File: src/design/plmux_params.svh
// register offsets, field positions and reset values of the pin location mux
`ifndef PLMUX_PARAMS_SVH
`define PLMUX_PARAMS_SVH

`define PLMUX_ADDR_W          8
`define PLMUX_OFS_LUT_EVENT   8'h00
`define PLMUX_OFS_SERIAL      8'h01
`define PLMUX_OFS_TIMER_A     8'h02
`define PLMUX_OFS_TIMER_B     8'h03

`define PLMUX_MASK_LUT_EVENT  8'h37
`define PLMUX_MASK_SERIAL     8'h15
`define PLMUX_MASK_TIMER_A    8'h3f
`define PLMUX_MASK_TIMER_B    8'h01
`define PLMUX_RESET_VAL       8'h00

`define PLMUX_BIT_LUT_ONE     5
`define PLMUX_BIT_LUT_ZERO    4
`define PLMUX_BIT_EVOUT_LO    0
`define PLMUX_BIT_TWO_WIRE    4
`define PLMUX_BIT_SPI         2
`define PLMUX_BIT_USART       0
`define PLMUX_BIT_TCB         0

`define PLMUX_N_EVENT         3
`define PLMUX_N_WAVE          6
`define PLMUX_N_SPLIT_ONLY    3
`define PLMUX_N_SPI           4
`define PLMUX_N_USART         4
`define PLMUX_N_TWI           2

`endif

File: src/design/plmux_pkg.sv
// types shared by the pin location mux modules
package plmux_pkg;

    typedef logic [7:0] plmux_byte_t;

    typedef enum logic [1:0]
    {
        PLMUX_REG_LUT_EVENT,
        PLMUX_REG_SERIAL,
        PLMUX_REG_TIMER_A,
        PLMUX_REG_TIMER_B
    } plmux_reg_sel_t;

endpackage

File: src/design/plmux_sel_if.sv
// select lines carried from the register file to the steering logic
`timescale 1ns/1ps
interface plmux_sel_if;
    logic       lookup_table_one_alt;
    logic       lookup_table_zero_alt;
    logic [2:0] event_output_enable;
    logic       two_wire_alt_pins;
    logic       spi_alt_pins;
    logic       usart_alt_pins;
    logic [5:0] timer_a_wave_alt;
    logic       timer_b_output_alt;

    modport regs  (output lookup_table_one_alt, lookup_table_zero_alt,
                   event_output_enable, two_wire_alt_pins, spi_alt_pins,
                   usart_alt_pins, timer_a_wave_alt, timer_b_output_alt);
    modport steer (input  lookup_table_one_alt, lookup_table_zero_alt,
                   event_output_enable, two_wire_alt_pins, spi_alt_pins,
                   usart_alt_pins, timer_a_wave_alt, timer_b_output_alt);
endinterface

File: src/design/plmux_regs.sv
// four control registers of the pin location mux with their bus port
`timescale 1ns/1ps
`include "plmux_params.svh"
module plmux_regs
(
    // clock and reset
    input  wire logic                      ref_clk,
    input  wire logic                      reset_n,
    // register port
    input  wire logic [`PLMUX_ADDR_W-1:0]  reg_addr,
    input  wire logic [7:0]                reg_wdata,
    input  wire logic                      reg_wr,
    input  wire logic                      reg_rd,
    output      logic [7:0]                reg_rdata,
    // selects
    plmux_sel_if.regs                      sel
);
    plmux_pkg::plmux_byte_t lut_event_r, lut_event_nxt;
    plmux_pkg::plmux_byte_t serial_r,    serial_nxt;
    plmux_pkg::plmux_byte_t timer_a_r,   timer_a_nxt;
    plmux_pkg::plmux_byte_t timer_b_r,   timer_b_nxt;
    plmux_pkg::plmux_byte_t rdata_r,     rdata_nxt;

    always_comb
    begin
        lut_event_nxt = lut_event_r;
        serial_nxt    = serial_r;
        timer_a_nxt   = timer_a_r;
        timer_b_nxt   = timer_b_r;
        rdata_nxt     = 8'h00;
        if (reg_wr)
        begin
            // unassigned bits are dropped on write
            unique case (reg_addr)
                `PLMUX_OFS_LUT_EVENT:
                    lut_event_nxt = reg_wdata & `PLMUX_MASK_LUT_EVENT;
                `PLMUX_OFS_SERIAL:
                    serial_nxt = reg_wdata & `PLMUX_MASK_SERIAL;
                `PLMUX_OFS_TIMER_A:
                    timer_a_nxt = reg_wdata & `PLMUX_MASK_TIMER_A;
                `PLMUX_OFS_TIMER_B:
                    timer_b_nxt = reg_wdata & `PLMUX_MASK_TIMER_B;
                default:
                    ;
            endcase
        end
        if (reg_rd)
        begin
            unique case (reg_addr)
                `PLMUX_OFS_LUT_EVENT: rdata_nxt = lut_event_r;
                `PLMUX_OFS_SERIAL:    rdata_nxt = serial_r;
                `PLMUX_OFS_TIMER_A:   rdata_nxt = timer_a_r;
                `PLMUX_OFS_TIMER_B:   rdata_nxt = timer_b_r;
                default:              rdata_nxt = 8'h00;
            endcase
        end
    end

    always_ff @(posedge ref_clk or negedge reset_n)
    begin
        if (!reset_n)
        begin
            lut_event_r <= `PLMUX_RESET_VAL;
            serial_r    <= `PLMUX_RESET_VAL;
            timer_a_r   <= `PLMUX_RESET_VAL;
            timer_b_r   <= `PLMUX_RESET_VAL;
            rdata_r     <= 8'h00;
        end
        else
        begin
            lut_event_r <= lut_event_nxt;
            serial_r    <= serial_nxt;
            timer_a_r   <= timer_a_nxt;
            timer_b_r   <= timer_b_nxt;
            rdata_r     <= rdata_nxt;
        end
    end

    assign reg_rdata                 = rdata_r;
    assign sel.lookup_table_one_alt  = lut_event_r[`PLMUX_BIT_LUT_ONE];
    assign sel.lookup_table_zero_alt = lut_event_r[`PLMUX_BIT_LUT_ZERO];
    assign sel.event_output_enable   = lut_event_r[2:0];
    assign sel.two_wire_alt_pins     = serial_r[`PLMUX_BIT_TWO_WIRE];
    assign sel.spi_alt_pins          = serial_r[`PLMUX_BIT_SPI];
    assign sel.usart_alt_pins        = serial_r[`PLMUX_BIT_USART];
    assign sel.timer_a_wave_alt      = timer_a_r[5:0];
    assign sel.timer_b_output_alt    = timer_b_r[`PLMUX_BIT_TCB];
endmodule

File: src/design/plmux_route.sv
// steers one peripheral signal group to its default or alternative pins
`timescale 1ns/1ps
module plmux_route
#(
    parameter int W = 1
)
(
    // selection
    input  wire logic         alt,
    // peripheral side
    input  wire logic [W-1:0] per_out,
    input  wire logic [W-1:0] per_oe,
    output      logic [W-1:0] per_in,
    // default pins
    input  wire logic [W-1:0] def_in,
    output      logic [W-1:0] def_out,
    output      logic [W-1:0] def_oe,
    // alternative pins
    input  wire logic [W-1:0] alt_in,
    output      logic [W-1:0] alt_out,
    output      logic [W-1:0] alt_oe
);
    // the unused location is released so the port logic keeps it
    assign def_out = alt ? '0 : per_out;
    assign def_oe  = alt ? '0 : per_oe;
    assign alt_out = alt ? per_out : '0;
    assign alt_oe  = alt ? per_oe : '0;
    assign per_in  = alt ? alt_in : def_in;
endmodule

File: src/design/plmux_top.sv
// pin location mux: control registers and peripheral pin steering
//
// The address-and-strobe port was chosen for this implementation.
`timescale 1ns/1ps
`include "plmux_params.svh"
//
// Operation
// lookup table one output goes to alternative pin when its bit is set
// lookup table zero output goes to alternative pin when its bit is set
// three bits each enable one event output onto its pin
// two-wire signals move to alternative pins when its bit is set
// spi signals move to alternative pins when its bit is set
// usart signals move to alternative pins when its bit is set
// timer a wave 5 alternative pin, effective in split mode only
// timer a wave 4 alternative pin, effective in split mode only
// timer a wave 3 alternative pin, effective in split mode only
// timer a wave 2 alternative pin; low compare 2 in split mode
// timer a wave 1 alternative pin; low compare 1 in split mode
// timer a wave 0 alternative pin; low compare 0 in split mode
// timer b output goes to alternative pin when its bit is set
// all four registers reset to zero: default pins, events off
// unassigned bits read zero and writes to them have no effect
module plmux_top
(
    // clock and reset
    input  wire logic                        ref_clk,
    input  wire logic                        reset_n,
    // register port
    input  wire logic [`PLMUX_ADDR_W-1:0]    reg_addr,
    input  wire logic [7:0]                  reg_wdata,
    input  wire logic                        reg_wr,
    input  wire logic                        reg_rd,
    output      logic [7:0]                  reg_rdata,
    // configurable logic unit outputs
    input  wire logic [1:0]                  lut_out,
    output      logic [1:0]                  lut_def_pin,
    output      logic [1:0]                  lut_alt_pin,
    // event outputs
    input  wire logic [`PLMUX_N_EVENT-1:0]   event_out,
    output      logic [`PLMUX_N_EVENT-1:0]   event_pin,
    output      logic [`PLMUX_N_EVENT-1:0]   event_pin_oe,
    // spi: peripheral side
    input  wire logic [`PLMUX_N_SPI-1:0]     spi_out,
    input  wire logic [`PLMUX_N_SPI-1:0]     spi_oe,
    output      logic [`PLMUX_N_SPI-1:0]     spi_in,
    // spi: pins
    input  wire logic [`PLMUX_N_SPI-1:0]     spi_def_i,
    output      logic [`PLMUX_N_SPI-1:0]     spi_def_o,
    output      logic [`PLMUX_N_SPI-1:0]     spi_def_oe,
    input  wire logic [`PLMUX_N_SPI-1:0]     spi_alt_i,
    output      logic [`PLMUX_N_SPI-1:0]     spi_alt_o,
    output      logic [`PLMUX_N_SPI-1:0]     spi_alt_oe,
    // usart: peripheral side
    input  wire logic [`PLMUX_N_USART-1:0]   usart_out,
    input  wire logic [`PLMUX_N_USART-1:0]   usart_oe,
    output      logic [`PLMUX_N_USART-1:0]   usart_in,
    // usart: pins
    input  wire logic [`PLMUX_N_USART-1:0]   usart_def_i,
    output      logic [`PLMUX_N_USART-1:0]   usart_def_o,
    output      logic [`PLMUX_N_USART-1:0]   usart_def_oe,
    input  wire logic [`PLMUX_N_USART-1:0]   usart_alt_i,
    output      logic [`PLMUX_N_USART-1:0]   usart_alt_o,
    output      logic [`PLMUX_N_USART-1:0]   usart_alt_oe,
    // two-wire: peripheral side
    input  wire logic [`PLMUX_N_TWI-1:0]     twi_out,
    input  wire logic [`PLMUX_N_TWI-1:0]     twi_oe,
    output      logic [`PLMUX_N_TWI-1:0]     twi_in,
    // two-wire: pins
    input  wire logic [`PLMUX_N_TWI-1:0]     twi_def_i,
    output      logic [`PLMUX_N_TWI-1:0]     twi_def_o,
    output      logic [`PLMUX_N_TWI-1:0]     twi_def_oe,
    input  wire logic [`PLMUX_N_TWI-1:0]     twi_alt_i,
    output      logic [`PLMUX_N_TWI-1:0]     twi_alt_o,
    output      logic [`PLMUX_N_TWI-1:0]     twi_alt_oe,
    // timer a waveform outputs
    input  wire logic                        timer_a_split,
    input  wire logic [`PLMUX_N_WAVE-1:0]    timer_a_wave,
    input  wire logic [`PLMUX_N_WAVE-1:0]    timer_a_wave_en,
    output      logic [`PLMUX_N_WAVE-1:0]    timer_a_def_pin,
    output      logic [`PLMUX_N_WAVE-1:0]    timer_a_def_oe,
    output      logic [`PLMUX_N_WAVE-1:0]    timer_a_alt_pin,
    output      logic [`PLMUX_N_WAVE-1:0]    timer_a_alt_oe,
    // timer b output
    input  wire logic                        timer_b_out,
    input  wire logic                        timer_b_out_en,
    output      logic                        timer_b_def_pin,
    output      logic                        timer_b_def_oe,
    output      logic                        timer_b_alt_pin,
    output      logic                        timer_b_alt_oe
);
    plmux_sel_if sel ();

    logic [`PLMUX_N_WAVE-1:0] wave_alt_eff;

    plmux_regs u_regs
    (
        .ref_clk   (ref_clk),
        .reset_n   (reset_n),
        .reg_addr  (reg_addr),
        .reg_wdata (reg_wdata),
        .reg_wr    (reg_wr),
        .reg_rd    (reg_rd),
        .reg_rdata (reg_rdata),
        .sel       (sel)
    );

    // lookup table outputs, driven only at the selected location
    assign lut_def_pin[1] = sel.lookup_table_one_alt ? 1'b0 : lut_out[1];
    assign lut_alt_pin[1] = sel.lookup_table_one_alt ? lut_out[1] : 1'b0;
    assign lut_def_pin[0] = sel.lookup_table_zero_alt ? 1'b0 : lut_out[0];
    assign lut_alt_pin[0] = sel.lookup_table_zero_alt ? lut_out[0] : 1'b0;

    // event outputs gated by their enables
    genvar g;
    generate
        for (g = 0; g < `PLMUX_N_EVENT; g++)
        begin : g_event
            assign event_pin[g]    = sel.event_output_enable[g] & event_out[g];
            assign event_pin_oe[g] = sel.event_output_enable[g];
        end
    endgenerate

    plmux_route #(.W(`PLMUX_N_TWI)) u_twi
    (
        .alt     (sel.two_wire_alt_pins),
        .per_out (twi_out),
        .per_oe  (twi_oe),
        .per_in  (twi_in),
        .def_in  (twi_def_i),
        .def_out (twi_def_o),
        .def_oe  (twi_def_oe),
        .alt_in  (twi_alt_i),
        .alt_out (twi_alt_o),
        .alt_oe  (twi_alt_oe)
    );

    plmux_route #(.W(`PLMUX_N_SPI)) u_spi
    (
        .alt     (sel.spi_alt_pins),
        .per_out (spi_out),
        .per_oe  (spi_oe),
        .per_in  (spi_in),
        .def_in  (spi_def_i),
        .def_out (spi_def_o),
        .def_oe  (spi_def_oe),
        .alt_in  (spi_alt_i),
        .alt_out (spi_alt_o),
        .alt_oe  (spi_alt_oe)
    );

    plmux_route #(.W(`PLMUX_N_USART)) u_usart
    (
        .alt     (sel.usart_alt_pins),
        .per_out (usart_out),
        .per_oe  (usart_oe),
        .per_in  (usart_in),
        .def_in  (usart_def_i),
        .def_out (usart_def_o),
        .def_oe  (usart_def_oe),
        .alt_in  (usart_alt_i),
        .alt_out (usart_alt_o),
        .alt_oe  (usart_alt_oe)
    );

    // wave 3..5 only move in split mode; 0..2 move in both modes
    generate
        for (g = 0; g < `PLMUX_N_WAVE; g++)
        begin : g_wave
            if (g >= `PLMUX_N_SPLIT_ONLY)
            begin : g_split_only
                assign wave_alt_eff[g] = sel.timer_a_wave_alt[g] & timer_a_split;
            end
            else
            begin : g_both
                assign wave_alt_eff[g] = sel.timer_a_wave_alt[g];
            end
            assign timer_a_def_pin[g] = wave_alt_eff[g] ? 1'b0 : timer_a_wave[g];
            assign timer_a_def_oe[g]  = wave_alt_eff[g] ? 1'b0 : timer_a_wave_en[g];
            assign timer_a_alt_pin[g] = wave_alt_eff[g] ? timer_a_wave[g] : 1'b0;
            assign timer_a_alt_oe[g]  = wave_alt_eff[g] ? timer_a_wave_en[g] : 1'b0;
        end
    endgenerate

    assign timer_b_def_pin = sel.timer_b_output_alt ? 1'b0 : timer_b_out;
    assign timer_b_def_oe  = sel.timer_b_output_alt ? 1'b0 : timer_b_out_en;
    assign timer_b_alt_pin = sel.timer_b_output_alt ? timer_b_out : 1'b0;
    assign timer_b_alt_oe  = sel.timer_b_output_alt ? timer_b_out_en : 1'b0;
endmodule

File: config.mk
export PLATFORM = sky130hd
export DESIGN_NAME = plmux_top
export DESIGN_NICKNAME = d
export VERILOG_FILES = /design/src/design/plmux_pkg.sv /design/src/design/plmux_sel_if.sv /design/src/design/plmux_regs.sv /design/src/design/plmux_route.sv /design/src/design/plmux_top.sv
export VERILOG_INCLUDE_DIRS = /design/src /design/src/design
export SDC_FILE = /design/constraint.sdc
export NUM_CORES = 1
export LEC_CHECK = 0
export ABC_AREA = 1
export BUFFER_PORTS_ARGS = -buffer_cell sky130_fd_sc_hd__buf_2
export CAP_MARGIN = 20
export CORE_ASPECT_RATIO = 1.25
export CORE_MARGIN = 4
export CORE_UTILIZATION = 35
export CTS_CLUSTER_DIAMETER = 200
export DETAILED_ROUTE_END_ITERATION = 10
export PLACE_DENSITY_LB_ADDON = 0.2
export SETUP_SLACK_MARGIN = 0.3
export SLEW_MARGIN = 25
export SYNTH_ARGS = -nofsm -noshare
export SYNTH_HDL_FRONTEND = slang
export SYNTH_SLANG_ARGS = --single-unit
export TNS_END_PERCENT = 50
File: constraint.sdc
create_clock -name ref_clk -period 2.2 [get_ports ref_clk]
set_input_delay 0.66 -clock ref_clk [delete_from_list [all_inputs] [get_ports ref_clk]]
set_output_delay 0.66 -clock ref_clk [all_outputs]
set_load 0.05 [all_outputs]
# Word-level counts from Yosys, hierarchy flattened
# Cells that the tools add are included.
word_totals:
  mem_bits_rw: 0
  rom_bits: 0
  out_inout_bits: 96
  latchBits: 0
  in_bits: 80
  word_cells: 68
  regBits: 23
  mem_count: 0
classes:
  n_reduce_logical: 5
  div_mod_pow: 0
  n_addsub: 0
  bitwise_logic: 6
  n_shift: 0
  n_mul: 0
  eq_ne: 3
  magnitude_cmp: 0
  muxes: 49
op_table:
  columns: ["cell", "n"]
  rows:
  - ["2-to-1 mux 4 bit", 10]
  - ["2-to-1 mux 1 bit", 32]
  - ["one-hot mux 6 bit (4 select lines)", 1]
  - ["== test 8 x 2 -> 1 bit, second input constant", 2]
  - ["2-to-1 mux 2 bit", 5]
  - ["== test 8 x 1 -> 1 bit, second input constant", 1]
  - ["logical NOT 8 bit", 1]
  - ["2-to-1 mux 8 bit", 1]
  - ["AND reduction 2 bit", 4]
  - ["AND 1 bit", 6]

# Longest topological paths before layout
logic_depth:
  word_depth: 3
  ltp_mapped: 7
  mapped_depth_nobuf: 7

# Modules after synthesis
# From an unflattened synthesis, not the netlist that was laid out.
unflattened:
  cells_unflattened: 303
  area_unflattened_um2: 1779.2
modules_own_cells:
  columns: ["mod", "cells_each", "n_inst", "seq_area_each_um2", "area_per_inst_um2"]
  rows:
  - ["plmux_regs", 117, 1, 525.5, 1021.0]
  - ["plmux_route at u_spi ...", 47, 2, 0.0, 191.4]
  - ["plmux_top", 68, 1, 0.0, 270.3]
  - ["plmux_route at u_twi", 24, 1, 0.0, 105.1]

# Least setup slack after synthesis
# No wires, ideal clock.
synth_path:
  kind: "input -> output"
  start: "input timer_a_split"
  end: "output timer_a_def_oe[3]"
  slack_ns: 0.102
  n_path_buf: 0
  t_required_ns: 1.540
  arrival_time_ns: 1.438
  stages: 3
  cell_sequence: "nand2_1 -> inv_1 -> nor2_1"
synth_between:
  elab_chain_cells: 2
synth_lines:
  columns: ["item", "line_no", "rtl"]
  rows:
  - ["from (decl)", "plmux_top.sv:76", "input wire logic timer_a_split,"]
  - ["AND 1 bit", "plmux_top.sv:171", "assign wave_alt_eff[g] = sel.timer_a_wave_alt[g] & timer_a_split;"]
  - ["2-to-1 mux 1 bit", "plmux_top.sv:178", "assign timer_a_def_oe[g] = wave_alt_eff[g] ? 1'b0 : timer_a_wave_en[g];"]
  - ["to (decl)", "plmux_top.sv:80", "output logic [`PLMUX_N_WAVE-1:0] timer_a_def_oe,"]
# Every way passes these cells.

# Worst setup path after layout
layout_path:
  start: "register u_regs.serial_r[0]"
  end: "output usart_in[2]"
layout_between:
  elab_chain_cells: 1
layout_lines:
  columns: ["item", "line_no", "rtl"]
  rows:
  - ["from (decl)", "plmux_regs.sv:19", "plmux_pkg::plmux_byte_t serial_r, serial_nxt;"]
  - ["from (signal assigned)", "plmux_regs.sv:64", "serial_r <= `PLMUX_RESET_VAL;"]
  - ["from (signal assigned)", "plmux_regs.sv:72", "serial_r <= serial_nxt;"]
  - ["2-to-1 mux 4 bit", "plmux_route.sv:28", "assign per_in = alt ? alt_in : def_in;"]
  - ["to (decl)", "plmux_top.sv:56", "output logic [`PLMUX_N_USART-1:0] usart_in,"]
# Every way passes these cells.

==> results.py <==
metrics = {
    "sta": {
        "max_freq_mhz": 522,
        "fin_crit_sh_pct": 87.2,
        "post-route-min-period_ns": 1.92,
        "clock_skew_ns": 0.00153,
        "setup_tns_ns": 0,
        "setup_viol": 0,
        "rsz0062_at_grt": "yes",
        "slew_viol_final": 0,
        "hold_viol_final": 0,
        "hold_ws_ns": 0.337,
    },
    "global_route": {
        "grt_max_degree": 22,
        "grt_overflow": 0,
        "grt_use_total_pct": 18.1,
        "grt_pass1_vias": 2197,
        "antenna_found_initial": 0,
        "grt_pass1_wl_um": 9100,
    },
    "drt": {
        "firstDrtPassIters": 3,
        "avgRoutedWirePerCell_um": 11.2,
        "first_iter_violations": 50,
        "dr_total_vias": 2206,
        "wl_um": 5760,
        "antenna_left": 0,
        "drc": 0,
        "viasPerCell": 4.28,
    },
    "clock_network": {
        "cts_tree": "done",
        "clkSlewWorstSetupHoldPaths_ns": 0.07,
        "cts-root-buf": "clkbuf_8",
        "numCtsBuffers": 3,
        "htree_levels": 1,
        "clkSinkCount": 21,
        "clk_latency_ns": 0.26,
        "clk_path_buf_depth": 2,
        "cts_hold_buffers": 0,
    },
    "min_path": {
        "hold_class": "input port to asynchronous set/reset pin",
    },
    "yosys": {
        "synth_seq_cells": 21,
        "netlist-cell-type-count": 22,
        "syn-cell-area_mm2": 0.00171,
        "synth_compound_area_share_pct": 5.80,
        "syn_area_per_cell_um2": 6.09,
        "synth-xor-area-share_pct": 0,
        "synth_cells": 280,
        "ys_seq_area_share_pct": 30.8,
        "synth_top_family_by_area": "simple AND/OR/NAND/NOR gates",
        "yosys.area_share.simple_pct": 34.9,
        "muxShareOfSynthArea_pct": 6.60,
        "yosys_warnings": 0,
        "synth_fa_ha_area_share_pct": 0,
    },
    "final_layout": {
        "syn2layout_area_growth_pct": 74.6,
        "final_layout_size_suffix_gt1_share_pct": 51.4,
        "antenna_cells": 0,
        "fin_nets": 536,
    },
    "worst_setup_path": {
        "crit_family": "flip-flops",
        "path_buf_inv": 1,
        "reg2reg_from": "u_regs.serial_r[0]$_DFFE_PN0P_",
        "cp_max_fo": 7,
        "path_class": "flip-flop to output port",
        "critPathArrivalTime_ns": 1.26,
        "critPathLaunch": "u_regs.serial_r[0]$_DFFE_PN0P_",
        "crit_chain": "mux2_2, buf_6",
        "crit_path_end_kind": "output port",
        "cpMaxStageDelayCell": "dfrtp_2",
        "start_kind": "flip-flop",
        "critPathMaxStageDelay_ns": 0.46,
        "critPathRequiredTime_ns": 1.54,
    },
    "power_and_ir_drop": {
        "leakage_nw": 2.08,
        "ir_drop_v": 0.000193,
        "p_per_area_mw_per_mm2": 416,
    },
    "status": {
        "status": "finished, final reports clean",
    },
    "placement": {
        "hpwl_um": 4650,
        "globalplace.congestion": 0.778,
        "io_buffers": 171,
    },
    "die": {
        "die_h_um": 86.0,
        "die_width_um": 70.4,
        "std_cell_rows": 28,
        "fp.coreArea_mm2": 0.00473,
        "dieArea_mm2": 0.00606,
        "initial_core_util_pct": 36.1,
        "io_pins": 176,
    },
    "job": {
        "maxCapViolCount": 0,
    },
}
==> sequential cells by signal, indices dropped and copies added (netlist names) <==
register / flops
u_regs.reg_rdata: 6
u_regs.timer_a_r: 6
u_regs.lut_event_r: 5
u_regs.serial_r: 3
u_regs.timer_b_r: 1
==> worst reg2reg max path: stages (launching register included) <==
cell and delay (ns):
dfrtp_2 0.48, buf_4 0.18, nand3_1 0.08, nand2_1 0.05
nor2_1 0.08, nor2_1 0.05
==> cells in the mapped netlist (all sizes together) <==
cell	n	area [µm²]
a21oi	2	10.0
buf	7	46.3
clkbuf	1	3.75
clkinv	1	3.75
conb	1	3.75
dfrtp	21	526
inv	84	315
mux2	10	113
nand2	73	297
nand3	12	65.1
nor2	53	229
nor3	1	5.00
o21ai	14	88.8
==> through the flow <==
stage | setup slack (ns) | std cells | utilization (%) | instance area (µm²) | power (mW)
final | 0.282 | 515 | 63.0 | 2980 | 1.24
after detailed placement | 0.260 | 508 | 56.2 | 2660 | 0.936
after global placement | 0.280 | 508 | 56.2 | 2660 | 0.929
after global routing | 0.234 | 515 | 63.0 | 2980 | 1.31
after floorplan | 0.102 | 281 | - | 1750 | 0.840
after CTS | 0.244 | 515 | 59.5 | 2810 | 1.22
==> placed cells by master, fill, tap and decap left out <==
cell type and instances:
inv_1 84, nor2_2 24, nand3_1 11, mux2_2 9, nor2_4 3, buf_8 1
clkinv_1 1, buf_6 28, clkbuf_1 1, dfrtp_2 3, buf_4 25, mux2_4 1
nor3_1 1, conb_1 2, nand2_4 1, o21ai_2 5, nand2_2 6, buf_2 124
nor2_1 26, dfrtp_1 18, clkbuf_8 3, o21ai_1 5, a21oi_1 2, nand2_1 66
o21ai_0 4, nand3_2 1
==> final timing paths <==
| kind | slack [ns] | cells past startpoint | end |
|---|---|---|---|
| max | 0.28 | 2 | usart_in[2] |
| min | 0.34 | 1 | u_regs.lut_event_r[5]$_DFFE_PN0P_ |
| max reg2reg | 1.17 | 5 | u_regs.reg_rdata[0]$_DFF_PN0_ |
| min reg2reg | 0.52 | 2 | u_regs.timer_a_r[3]$_DFFE_PN0P_ |
| max in group asynchronous | 1.52 | 1 | u_regs.serial_r[0]$_DFFE_PN0P_ |
| min in group ref_clk | 0.52 | 2 | u_regs.timer_a_r[3]$_DFFE_PN0P_ |
==> kinds of logic after synthesis <==
logic type | after synthesis
AND/OR/NAND/NOR | 139
AO/OA/AOI/OAI | 16
flip-flops | 21
multiplexers | 10
buffers and inverters | 93
other | 1
==> area by class of cell <==
class | instances | area [µm²]
Fill cell | 459 | 1750
Tap cell | 60 | 75.1
Sequential cell | 21 | 529
Multi-Input combinational cell | 167 | 871
Clock buffer | 4 | 45.0
Timing Repair Buffer | 178 | 1140
Inverter | 85 | 319
==> routing by layer <==
| metal | vias to the layer above | part of all wire (%) | global-route usage [%] |
|---|---|---|---|
| met3 | 12 | 9.3 | 4.22 |
| li1 | 1139 | - | - |
| met2 | 96 | 56 | 35.7 |
| met5 | - | 0 | 0 |
| met1 | 959 | 32 | 17.8 |
| met4 | 0 | 2.0 | 7.14 |
==> what timing repair did <==
| action | 4_1_cts | 5_1_grt |
|---|---|---|
| cloned | 0 | 0 |
| gates resized for setup | 33 | 78 |
| setup buffers | 3 | 0 |
| setup endpoints to repair | 51 | 56 |
==> power breakdown <==
part / internal (mW) / switching, mW
clock: 0.129 / 0.124
sequential: 0.399 / 0.0194
combinational: 0.189 / 0.380
Power figures use the tool's default switching activity.
